$ cat config.mk
export PLATFORM = sky130hd
export DESIGN_NAME = bpm_bus_port
export DESIGN_NICKNAME = d
export VERILOG_FILES = /design/src/bpm_pkg.sv /design/src/bpm_bus_port.sv /design/src/bpm_decoder.sv
export VERILOG_INCLUDE_DIRS = /design/src /design/src/src
export SDC_FILE = /design/constraint.sdc
export NUM_CORES = 1
export LEC_CHECK = 0
export ABC_AREA = 1
export BUFFER_PORTS_ARGS = -buffer_cell sky130_fd_sc_hd__buf_2
export CORE_AREA = 2 2 519 521
export CTS_CLUSTER_DIAMETER = 80
export DETAILED_ROUTE_END_ITERATION = 8
export DIE_AREA = 0 0 521 523
export MAX_ROUTING_LAYER = met4
export PLACE_DENSITY_LB_ADDON = 0.12
export SKIP_CTS_REPAIR_TIMING = 1
export SYNTH_ARGS = -nofsm -noshare
export SYNTH_HDL_FRONTEND = slang
export SYNTH_SLANG_ARGS = --single-unit
$ cat constraint.sdc
create_clock -name ref_clk -period 12.41 [get_ports ref_clk]
set_input_delay 1.241 -clock ref_clk [delete_from_list [all_inputs] [get_ports ref_clk]]
set_output_delay 1.241 -clock ref_clk [all_outputs]
set_load 0.05 [all_outputs]
$ cat src/bpm_cfg.svh
/*
  Constants of the bus port pin mux: widths, field positions inside the
  synchroniser word, product-term layout and reset values.
  Assumes it is included by the package and by every design module.
*/
`ifndef BPM_CFG_SVH
`define BPM_CFG_SVH

`define BPM_BUS_W 16
`define BPM_BYTE_W 8
`define BPM_PORTB_W 8
`define BPM_PORTC_W 3
`define BPM_NUM_CS 11
`define BPM_NUM_TERMS 27
`define BPM_DEC_IN_W 20
`define BPM_LOW_PINS 4
`define BPM_HIGH_PINS 8
`define BPM_LOW_TERMS 4
`define BPM_HIGH_TERMS 2
`define BPM_HIGH_TERM_BASE 16
`define BPM_PORTC_TERM_BASE 24
`define BPM_CS_PORTC_BASE 8

`define BPM_SYNC_W 32
`define BPM_SYNC_BUS_LSB 0
`define BPM_SYNC_PORTB_LSB 16
`define BPM_SYNC_PORTC_LSB 24
`define BPM_SYNC_ALE 27
`define BPM_SYNC_RDN 28
`define BPM_SYNC_WRN 29
`define BPM_SYNC_BHEN 30
`define BPM_SYNC_CSN 31
`define BPM_SYNC_RESET 32'hf000_0000

`define BPM_ADDR_RESET 16'h0000
`define BPM_DATA_RESET 16'h0000
`define BPM_BYTE_RESET 8'h00
`define BPM_PORTC_RESET 3'h0
`define BPM_CS_RESET 11'h000

`endif

$ cat src/bpm_pkg.sv
/*
  Types shared by the bus port pin mux modules.
  Assumes bpm_cfg.svh is on the include path.
*/
`include "bpm_cfg.svh"

package bpm_pkg;

  // Host bus organisation selected by configuration.
  typedef enum logic [1:0] {BPM_MUX8, BPM_MUX16, BPM_NMUX8, BPM_NMUX16}
    bpm_mode_t;

  typedef logic [`BPM_DEC_IN_W-1:0] bpm_decin_t;

  typedef logic [`BPM_NUM_TERMS-1:0][`BPM_DEC_IN_W-1:0] bpm_terms_t;

endpackage
$ cat src/bpm_bus_port.sv
/*
  Pin functions of the host bus port: shared address/data pins, port B
  and port C roles, address latching and the product-term decoder.
  Assumes a host microcontroller bus on the pins and same-clock memory
  logic on the user side; all pins are sampled through two flip-flops.

  // Contract
  // - Port B I/O direction from direction bit.
  // - Four terms low pins, two terms high.
  // - Non-muxed 16-bit: port B is high data.
  // - Port C inputs feed decoder, address or logic.
  // - Port C address input may be strobe-latched.
  // - Port C output driven by one term.
  // - Muxed: low pins share address and data.
  // - Muxed address captured by latch strobe.
  // - Data phase direction follows read/write strobes.
  // - Muxed 16-bit: high pins share address/data.
  // - Non-muxed: low pins are address only.
  // - Non-muxed or 8-bit: high pins address only.
  // - Capture on trailing strobe edge, polarity configurable.
  // - Chip select high puts decoder in standby.
  // - Reset deselects all decoder outputs.
  // - Each port C pin: address input or select.
*/
`include "bpm_cfg.svh"

module bpm_bus_port
  import bpm_pkg::*;
(
  input wire logic ref_clk,
  input wire logic reset,
  input wire logic clkEn,
  input wire bpm_mode_t cfgBusMode,
  input wire logic cfgAleActiveHigh,
  input wire logic [`BPM_PORTB_W-1:0] cfgPortbChipSel,
  input wire logic [`BPM_PORTB_W-1:0] cfgPortbOpenDrain,
  input wire logic [`BPM_PORTC_W-1:0] cfgPortcOutput,
  input wire logic [`BPM_PORTC_W-1:0] cfgPortcAddress,
  input wire logic [`BPM_PORTC_W-1:0] cfgPortcLatched,
  input wire logic [`BPM_PORTC_W-1:0] cfgPortcOpenDrain,
  input wire logic [`BPM_NUM_TERMS-1:0] termEnable,
  input wire bpm_terms_t termMask,
  input wire bpm_terms_t termMatch,
  input wire logic portbDirWe,
  input wire logic [`BPM_PORTB_W-1:0] portbDirData,
  input wire logic portbOutWe,
  input wire logic [`BPM_PORTB_W-1:0] portbOutData,
  input wire logic [`BPM_BUS_W-1:0] hostReadData,
  input wire logic [`BPM_BUS_W-1:0] sharedBusIn,
  output logic [`BPM_BUS_W-1:0] sharedBusOut,
  output logic [`BPM_BUS_W-1:0] sharedBusOe,
  input wire logic addressLatchStrobe,
  input wire logic readStrobeN,
  input wire logic writeStrobeN,
  input wire logic byteHighEnableN,
  input wire logic chipSelectN,
  input wire logic [`BPM_PORTB_W-1:0] portbIn,
  output logic [`BPM_PORTB_W-1:0] portbOut,
  output logic [`BPM_PORTB_W-1:0] portbOe,
  input wire logic [`BPM_PORTC_W-1:0] portcIn,
  output logic [`BPM_PORTC_W-1:0] portcOut,
  output logic [`BPM_PORTC_W-1:0] portcOe,
  output logic [`BPM_BUS_W-1:0] decAddress,
  output logic [`BPM_PORTC_W-1:0] portcAddress,
  output logic byteHighN,
  output logic hostReadActive,
  output logic [`BPM_BUS_W-1:0] hostWriteData,
  output logic hostWriteValid,
  output logic [`BPM_PORTB_W-1:0] portbInput,
  output logic [`BPM_PORTB_W-1:0] portbDir,
  output logic [`BPM_NUM_CS-1:0] chipSelect
);

  logic [`BPM_SYNC_W-1:0] pinRaw;
  logic [`BPM_SYNC_W-1:0] syncStage1_ff;
  logic [`BPM_SYNC_W-1:0] syncStage2_ff;
  logic [`BPM_BUS_W-1:0] busS;
  logic [`BPM_PORTB_W-1:0] portbS;
  logic [`BPM_PORTC_W-1:0] portcS;
  logic aleActive;
  logic aleTrailing;
  logic muxed;
  logic readActive;
  logic writeActive;
  logic writeTrailing;
  logic [`BPM_BUS_W-1:0] addrEff;
  logic [`BPM_PORTC_W-1:0] portcEff;
  logic bheEff;
  bpm_decin_t decIn;

  logic aleActivePrev_ff, nxt_aleActivePrev;
  logic [`BPM_BUS_W-1:0] addrLatch_ff, nxt_addrLatch;
  logic [`BPM_PORTC_W-1:0] portcLatch_ff, nxt_portcLatch;
  logic bheLatch_ff, nxt_bheLatch;
  logic [`BPM_BUS_W-1:0] decAddress_ff, nxt_decAddress;
  logic [`BPM_PORTC_W-1:0] portcAddress_ff, nxt_portcAddress;
  logic byteHighN_ff, nxt_byteHighN;

  logic writePrev_ff, nxt_writePrev;
  logic [`BPM_BUS_W-1:0] writeData_ff, nxt_writeData;
  logic writeValid_ff, nxt_writeValid;
  logic [`BPM_PORTB_W-1:0] portbDir_ff, nxt_portbDir;
  logic [`BPM_PORTB_W-1:0] portbReg_ff, nxt_portbReg;
  logic [`BPM_PORTB_W-1:0] portbInput_ff, nxt_portbInput;

  logic [`BPM_BUS_W-1:0] busOut_ff, nxt_busOut;
  logic [`BPM_BUS_W-1:0] busOe_ff, nxt_busOe;
  logic [`BPM_PORTB_W-1:0] portbOut_ff, nxt_portbOut;
  logic [`BPM_PORTB_W-1:0] portbOe_ff, nxt_portbOe;
  logic [`BPM_PORTC_W-1:0] portcOut_ff, nxt_portcOut;
  logic [`BPM_PORTC_W-1:0] portcOe_ff, nxt_portcOe;

  // Open-drain pins only pull low and release for a one.
  function automatic logic pinEnable(input logic drive, input logic od,
                                     input logic val);
    pinEnable = drive & (~od | ~val);
  endfunction

  // Pin synchroniser; the first stage is read only by the second.
  assign pinRaw = {chipSelectN, byteHighEnableN, writeStrobeN, readStrobeN,
                   addressLatchStrobe, portcIn, portbIn, sharedBusIn};

  always_ff @(posedge ref_clk or posedge reset)
  begin
    if (reset)
    begin
      syncStage1_ff <= `BPM_SYNC_RESET;
      syncStage2_ff <= `BPM_SYNC_RESET;
    end
    else if (clkEn)
    begin
      syncStage1_ff <= pinRaw;
      syncStage2_ff <= syncStage1_ff;
    end
  end

  assign busS = syncStage2_ff[`BPM_SYNC_BUS_LSB +: `BPM_BUS_W];
  assign portbS = syncStage2_ff[`BPM_SYNC_PORTB_LSB +: `BPM_PORTB_W];
  assign portcS = syncStage2_ff[`BPM_SYNC_PORTC_LSB +: `BPM_PORTC_W];
  assign aleActive = ~(syncStage2_ff[`BPM_SYNC_ALE] ^ cfgAleActiveHigh);
  assign aleTrailing = aleActivePrev_ff & ~aleActive;
  assign muxed = (cfgBusMode == BPM_MUX8) || (cfgBusMode == BPM_MUX16);
  assign readActive = ~syncStage2_ff[`BPM_SYNC_RDN]
                    & ~syncStage2_ff[`BPM_SYNC_CSN];
  assign writeActive = ~syncStage2_ff[`BPM_SYNC_WRN]
                     & ~syncStage2_ff[`BPM_SYNC_CSN];
  assign writeTrailing = writePrev_ff & ~writeActive;

  // Address path: latched on the strobe's trailing edge or transparent.
  always_comb
  begin
    nxt_aleActivePrev = aleActive;
    nxt_addrLatch = aleTrailing ? busS : addrLatch_ff;
    nxt_portcLatch = aleTrailing ? portcS : portcLatch_ff;
    nxt_bheLatch = aleTrailing ? syncStage2_ff[`BPM_SYNC_BHEN]
                               : bheLatch_ff;
    addrEff[7:0] = muxed ? addrLatch_ff[7:0] : busS[7:0];
    addrEff[15:8] = (cfgBusMode == BPM_MUX16) ? addrLatch_ff[15:8]
                                              : busS[15:8];
    bheEff = muxed ? bheLatch_ff : syncStage2_ff[`BPM_SYNC_BHEN];
    for (int i = 0; i < `BPM_PORTC_W; i++)
    begin
      if (cfgPortcOutput[i])
        portcEff[i] = 1'b0;
      else if (cfgPortcAddress[i] && cfgPortcLatched[i])
        portcEff[i] = portcLatch_ff[i];
      else
        portcEff[i] = portcS[i];
    end
    nxt_decAddress = addrEff;
    nxt_portcAddress = portcEff & cfgPortcAddress;
    nxt_byteHighN = bheEff;
  end

  always_ff @(posedge ref_clk or posedge reset)
  begin
    if (reset)
    begin
      aleActivePrev_ff <= 1'b0;
      addrLatch_ff <= `BPM_ADDR_RESET;
      portcLatch_ff <= `BPM_PORTC_RESET;
      bheLatch_ff <= 1'b1;
      decAddress_ff <= `BPM_ADDR_RESET;
      portcAddress_ff <= `BPM_PORTC_RESET;
      byteHighN_ff <= 1'b1;
    end
    else if (clkEn)
    begin
      aleActivePrev_ff <= nxt_aleActivePrev;
      addrLatch_ff <= nxt_addrLatch;
      portcLatch_ff <= nxt_portcLatch;
      bheLatch_ff <= nxt_bheLatch;
      decAddress_ff <= nxt_decAddress;
      portcAddress_ff <= nxt_portcAddress;
      byteHighN_ff <= nxt_byteHighN;
    end
  end

  assign decIn = {bheEff, portcEff, addrEff};

  bpm_decoder uDecoder (
    .ref_clk(ref_clk),
    .reset(reset),
    .clkEn(clkEn),
    .standby(syncStage2_ff[`BPM_SYNC_CSN]),
    .decIn(decIn),
    .termEnable(termEnable),
    .termMask(termMask),
    .termMatch(termMatch),
    .chipSel(chipSelect)
  );

  // Write capture and port B I/O registers.
  always_comb
  begin
    nxt_writePrev = writeActive;
    nxt_writeData = writeData_ff;
    if (writeActive)
    begin
      if (cfgBusMode == BPM_NMUX16)
        nxt_writeData = {portbS, `BPM_BYTE_RESET};
      else if (muxed)
        nxt_writeData = busS;
    end
    nxt_writeValid = writeTrailing;
    nxt_portbDir = portbDirWe ? portbDirData : portbDir_ff;
    nxt_portbReg = portbOutWe ? portbOutData : portbReg_ff;
    nxt_portbInput = portbS;
  end

  always_ff @(posedge ref_clk or posedge reset)
  begin
    if (reset)
    begin
      writePrev_ff <= 1'b0;
      writeData_ff <= `BPM_DATA_RESET;
      writeValid_ff <= 1'b0;
      portbDir_ff <= `BPM_BYTE_RESET;
      portbReg_ff <= `BPM_BYTE_RESET;
      portbInput_ff <= `BPM_BYTE_RESET;
    end
    else if (clkEn)
    begin
      writePrev_ff <= nxt_writePrev;
      writeData_ff <= nxt_writeData;
      writeValid_ff <= nxt_writeValid;
      portbDir_ff <= nxt_portbDir;
      portbReg_ff <= nxt_portbReg;
      portbInput_ff <= nxt_portbInput;
    end
  end

  // Pin drivers.
  always_comb
  begin
    logic val;
    logic drive;
    val = 1'b0;
    drive = 1'b0;
    nxt_busOut = hostReadData;
    nxt_busOe[7:0] = {8{muxed & readActive}};
    nxt_busOe[15:8] = {8{(cfgBusMode == BPM_MUX16) & readActive}};
    for (int p = 0; p < `BPM_PORTB_W; p++)
    begin
      if (cfgBusMode == BPM_NMUX16)
      begin
        val = hostReadData[`BPM_BYTE_W + p];
        drive = readActive;
      end
      else if (cfgPortbChipSel[p])
      begin
        val = ~chipSelect[p];
        drive = 1'b1;
      end
      else
      begin
        val = portbReg_ff[p];
        drive = portbDir_ff[p];
      end
      nxt_portbOut[p] = val;
      nxt_portbOe[p] = (cfgBusMode == BPM_NMUX16) ? drive
                       : pinEnable(drive, cfgPortbOpenDrain[p], val);
    end
    for (int c = 0; c < `BPM_PORTC_W; c++)
    begin
      nxt_portcOut[c] = ~chipSelect[`BPM_CS_PORTC_BASE + c];
      nxt_portcOe[c] = pinEnable(cfgPortcOutput[c], cfgPortcOpenDrain[c],
                                 nxt_portcOut[c]);
    end
  end

  always_ff @(posedge ref_clk or posedge reset)
  begin
    if (reset)
    begin
      busOut_ff <= `BPM_DATA_RESET;
      busOe_ff <= `BPM_DATA_RESET;
      portbOut_ff <= `BPM_BYTE_RESET;
      portbOe_ff <= `BPM_BYTE_RESET;
      portcOut_ff <= `BPM_PORTC_RESET;
      portcOe_ff <= `BPM_PORTC_RESET;
    end
    else if (clkEn)
    begin
      busOut_ff <= nxt_busOut;
      busOe_ff <= nxt_busOe;
      portbOut_ff <= nxt_portbOut;
      portbOe_ff <= nxt_portbOe;
      portcOut_ff <= nxt_portcOut;
      portcOe_ff <= nxt_portcOe;
    end
  end

  assign sharedBusOut = busOut_ff;
  assign sharedBusOe = busOe_ff;
  assign portbOut = portbOut_ff;
  assign portbOe = portbOe_ff;
  assign portcOut = portcOut_ff;
  assign portcOe = portcOe_ff;
  assign decAddress = decAddress_ff;
  assign portcAddress = portcAddress_ff;
  assign byteHighN = byteHighN_ff;
  assign hostReadActive = readActive;
  assign hostWriteData = writeData_ff;
  assign hostWriteValid = writeValid_ff;
  assign portbInput = portbInput_ff;
  assign portbDir = portbDir_ff;

endmodule

$ cat src/bpm_decoder.sv
/*
  Product-term address decoder feeding the port B and port C select pins.
  Assumes its decoder inputs are already synchronised to ref_clk.
*/
`include "bpm_cfg.svh"

module bpm_decoder
  import bpm_pkg::*;
(
  input wire logic ref_clk,
  input wire logic reset,
  input wire logic clkEn,
  input wire logic standby,
  input wire bpm_decin_t decIn,
  input wire logic [`BPM_NUM_TERMS-1:0] termEnable,
  input wire bpm_terms_t termMask,
  input wire bpm_terms_t termMatch,
  output logic [`BPM_NUM_CS-1:0] chipSel
);

  logic [`BPM_NUM_TERMS-1:0] termHit;
  logic [`BPM_NUM_CS-1:0] csSum;
  logic [`BPM_NUM_CS-1:0] chipSel_ff;
  logic [`BPM_NUM_CS-1:0] nxt_chipSel;

  // An enabled term is true when every unmasked input equals its match bit.
  function automatic logic termMatches(input bpm_decin_t in,
                                       input bpm_decin_t mask,
                                       input bpm_decin_t match,
                                       input logic en);
    termMatches = en & (((in ^ match) & mask) == '0);
  endfunction

  genvar t;
  genvar p;
  generate
    for (t = 0; t < `BPM_NUM_TERMS; t++)
    begin : gTerm
      assign termHit[t] = termMatches(decIn, termMask[t], termMatch[t],
                                      termEnable[t]);
    end
    for (p = 0; p < `BPM_NUM_CS; p++)
    begin : gSum
      localparam int BASE = (p < `BPM_LOW_PINS) ? p * `BPM_LOW_TERMS :
        (p < `BPM_HIGH_PINS) ?
        `BPM_HIGH_TERM_BASE + (p - `BPM_LOW_PINS) * `BPM_HIGH_TERMS :
        `BPM_PORTC_TERM_BASE + (p - `BPM_CS_PORTC_BASE);
      localparam int CNT = (p < `BPM_LOW_PINS) ? `BPM_LOW_TERMS :
        (p < `BPM_HIGH_PINS) ? `BPM_HIGH_TERMS : 1;
      assign csSum[p] = |termHit[BASE +: CNT];
    end
  endgenerate

  always_comb
  begin
    nxt_chipSel = standby ? `BPM_CS_RESET : csSum;
  end

  always_ff @(posedge ref_clk or posedge reset)
  begin
    if (reset)
      chipSel_ff <= `BPM_CS_RESET;
    else if (clkEn)
      chipSel_ff <= nxt_chipSel;
  end

  assign chipSel = chipSel_ff;

endmodule

==> results.sh <==
export IMPL_route_vias_total=28590
export IMPL_cts_tree="built"
export IMPL_synth_compound_area_frac=0.1135
export IMPL_overflow=0
export IMPL_setup_viol=0
export IMPL_crit_slowest_cell="nand2_2"
export IMPL_endpoint="uDecoder.chipSel[6]$_DFFE_PP0P_"
export IMPL_async_flop_share=1.000
export IMPL_layout_commonest_cell="buf_2"
export IMPL_p_leak_nw=15.85
export IMPL_die_h_um=523
export IMPL_regToRegSetupSlack_ns=8.92
export IMPL_clockBufferDepth=2
export IMPL_r2r_cells=15
export IMPL_min_period_over_period=0.3527
export IMPL_r2r_start="portcLatch_ff[2]$_DFFE_PP0P_"
export IMPL_syn_inst=3297
export IMPL_syn_nets=4504
export IMPL_power_density_nw_per_um2=100.7
export IMPL_crit_start="cfgBusMode[1]"
export IMPL_viasPerCell=3.440
export IMPL_drtIter0Drc=2051
export IMPL_routed_wl_um=268000
export IMPL_core_area_um2=267000
export IMPL_synth_area_um2=19160
export IMPL_timing_critical_path_buf_inv=3
export IMPL_tns_ns=0
export IMPL_end_kind="register"
export IMPL_nets=5752
export IMPL_ant_nets=0
export IMPL_synth_simple_area_share=0.4793
export IMPL_ys_seq_area_frac=0.2592
export IMPL_yosysUniqueCellTypes=44
export IMPL_hold_class="register to register"
export IMPL_synth_edf_count=0
export IMPL_outcome="finished, violations left"
export IMPL_cts_max_level=4
export IMPL_area_delta_synth_final_pct=61.27
export IMPL_maxSlewHeadroom=0.3314
export IMPL_synthTopCellsByArea="dfrtp_1 (25%), nand2_1 (24%), nand3_1 (15%), inv_1 (7.5%), o21ai_0 (5.7%)"
export IMPL_drc=9
export IMPL_clk_pin_slew_ns=0.15
export IMPL_grt_max_degree=109
export IMPL_synth_fa_ha_area_frac=0
export IMPL_grt_antenna_before_repair=456
export IMPL_cts_root_buf="clkbuf_16"
export IMPL_synthMuxAreaShare=0.009401
export IMPL_cp_arrival_ns=4.94
export IMPL_crit_chain="buf_2, inv_4, nand2_2, nand2_2, buf_4, nand2_1, nand2_1, o21ai_0, nor2_1, nand2_1, nor2_1, nand3_1, nand2_1, nand2_1, nand2_1"
export IMPL_dieArea_um2=272500
export IMPL_dp_hpwl_um=237900
export IMPL_crit_top_cell="nand2_1"
export IMPL_drt_pass1_iter_count=9
export IMPL_io_buffers=1325
export IMPL_fin_hold_ws_ns=0.4734
export IMPL_io_pins=1326
export IMPL_clock_sinks=198
export IMPL_min_period_ns=4.377
export IMPL_worstSetupStartpointType="input pin"
export IMPL_fin_skew_ns=0.06311
export IMPL_wl_per_cell_um=32.25
export IMPL_synthFlopType="dfrtp_1"
export IMPL_numCtsBuffers=17
export IMPL_peakVddDrop_v=0.00008607
export IMPL_rsz0062_at_grt="false"
export IMPL_grt_usage=0.1959
export IMPL_ys_ff_latch=198
export IMPL_drv_slew=0
export IMPL_mostFrequentLayoutCells="buf_2 (1,324), nand2_1 (1,231), nand3_1 (569), inv_1 (381), o21ai_0 (217)"
export IMPL_rows=190
export IMPL_hold_viol_final=0
export IMPL_crit_type="input pin to register"
export IMPL_grt_pass1_vias=27397
export IMPL_syn_area_per_cell_um2=5.813
export IMPL_layout_drive_gt1_share=0.3346
export IMPL_grt_pass1_wl_um=326900
export IMPL_synth_xor_area_frac=0.01371
export IMPL_r2r_end="uDecoder.chipSel[5]$_DFFE_PP0P_"
export IMPL_worstPathRequired_ns=12.97
export IMPL_yosysTopAreaCell="dfrtp_1"
export IMPL_worstSkewPairLatency_ns=0.61
export IMPL_crit_fanout=31
export IMPL_max_stage_delay_ns=0.56
export IMPL_drv_cap=0
export IMPL_fmax_ghz=0.2285
export IMPL_initial_core_util=0.07179
export IMPL_die_width_um=521
export IMPL_synth_top_area_frac=0.2455
export IMPL_gp_congestion=0.8825
export IMPL_cp_depth=15
export IMPL_yosysWarnings=0
export IMPL_synth_top_family_by_area="simple AND/OR/NAND/NOR gates"
export IMPL_violations="DRC"
export IMPL_worst_pin_slew_ns=1.003
export IMPL_path_delay_family="simple AND/OR/NAND/NOR gates"
[power breakdown]
group | internal (mW) | switching, mW | total (mW)
Clock | 0.282 | 0.398 | 0.679
Sequential | 0.739 | 0.0791 | 0.818
Combinational | 0.455 | 1.16 | 1.61
[cell type report]
cell class	instances	area, µm²
multi-input combinational	2559	11850
tap	3552	4444
antenna	200	500.5
clock buffer	19	452.9
clock inverter	13	152.6
fill	31565	236100
inverter	389	1475
sequential	198	4967
timing repair buffer	1380	7067
[tightest hold or removal path: cells and delay by family (launching register included)]
kind | cells | cell delay [ns]
flops | 1 | 0.35
simple gates | 2 | 0.09
[Yosys cell counts (6+ instances only)]
cell type and count:
o221ai_1 8, buf_2 33, buf_4 40, nor2_1 199, dfrtp_1 188, a21boi_0 73
mux2_2 16, nand2_4 7, nand3b_1 27, dfstp_2 10, xor2_1 26, nand3_1 569
nand2_1 1237, o21a_1 8, nor3_1 6, clkbuf_1 52, inv_1 382, a21oi_1 19
o21ai_0 219, or2_1 19, nand2_2 25, buf_6 19, o22ai_1 20, o21ai_1 18
nand4_1 7, or2_0 6, o21ai_2 6, or2_2 29
[state kept, by name, summed over array words and instances, names as in the netlist, 11 cells and up]
signal / count
syncStage1_ff: 32
syncStage2_ff: 32
addrLatch_ff: 16
decAddress: 16
hostWriteData: 16
sharedBusOut: 16
uDecoder.chipSel: 11
[kinds of logic (layout without fill, tap and decap cells)]
logic type / Yosys count / in the layout
buffers and inverters: 540 / 1801
muxes: 16 / 16
DFF: 198 / 198
and+or+nand+nor: 2138 / 2138
other: 0 / 200
xor gates and xnor gates: 30 / 30
AOI/OAI and AO/OA: 375 / 375
[stage by stage]
stage | std cells | cell area (µm²) | power [mW] | worst slack [ns] | util
after floorplan | 3297 | 19160 | 1.649 | 5.788 | -
after global routing | 8268 | 30800 | 3.341 | 7.755 | 0.1154
after global placement | 8076 | 29780 | 2.509 | 6.980 | 0.1116
final | 8310 | 30910 | 3.111 | 8.033 | 0.1158
after detailed placement | 8078 | 29800 | 2.502 | 7.126 | 0.1116
after CTS | 8110 | 30410 | 3.224 | 7.806 | 0.1139
[metal layers]
metal	up-vias	GRT usage	wire, µm
met3	452	0.08191	27080
li1	13287	-	-
met1	13148	0.2116	104100
met5	-	-	0
met4	0	0.04030	5780
met2	1703	0.3342	131100
[worst min-delay path by stage]
stage | startpoint | to | slack [ns] | depth (start not counted)
2_1_floorplan | syncStage1_ff[25]$_DFFE_PP0P_ | syncStage1_ff[25]$_DFFE_PP0P_ | 0.44 | 2
3_3_place_gp | sharedBusOut[3]$_DFFE_PP0P_ | sharedBusOut[3]$_DFFE_PP0P_ | 0.45 | 2
3_5_place_dp | sharedBusOut[14]$_DFFE_PP0P_ | sharedBusOut[14]$_DFFE_PP0P_ | 0.46 | 2
4_1_cts | syncStage1_ff[30]$_DFFE_PP1P_ | syncStage2_ff[30]$_DFFE_PP1P_ | 0.47 | 2
5_1_grt | syncStage1_ff[29]$_DFFE_PP1P_ | syncStage2_ff[29]$_DFFE_PP1P_ | 0.50 | 2
6_report | syncStage1_ff[4]$_DFFE_PP0P_ | syncStage1_ff[4]$_DFFE_PP0P_ | 0.47 | 2
Power figures use the tool's default switching activity.
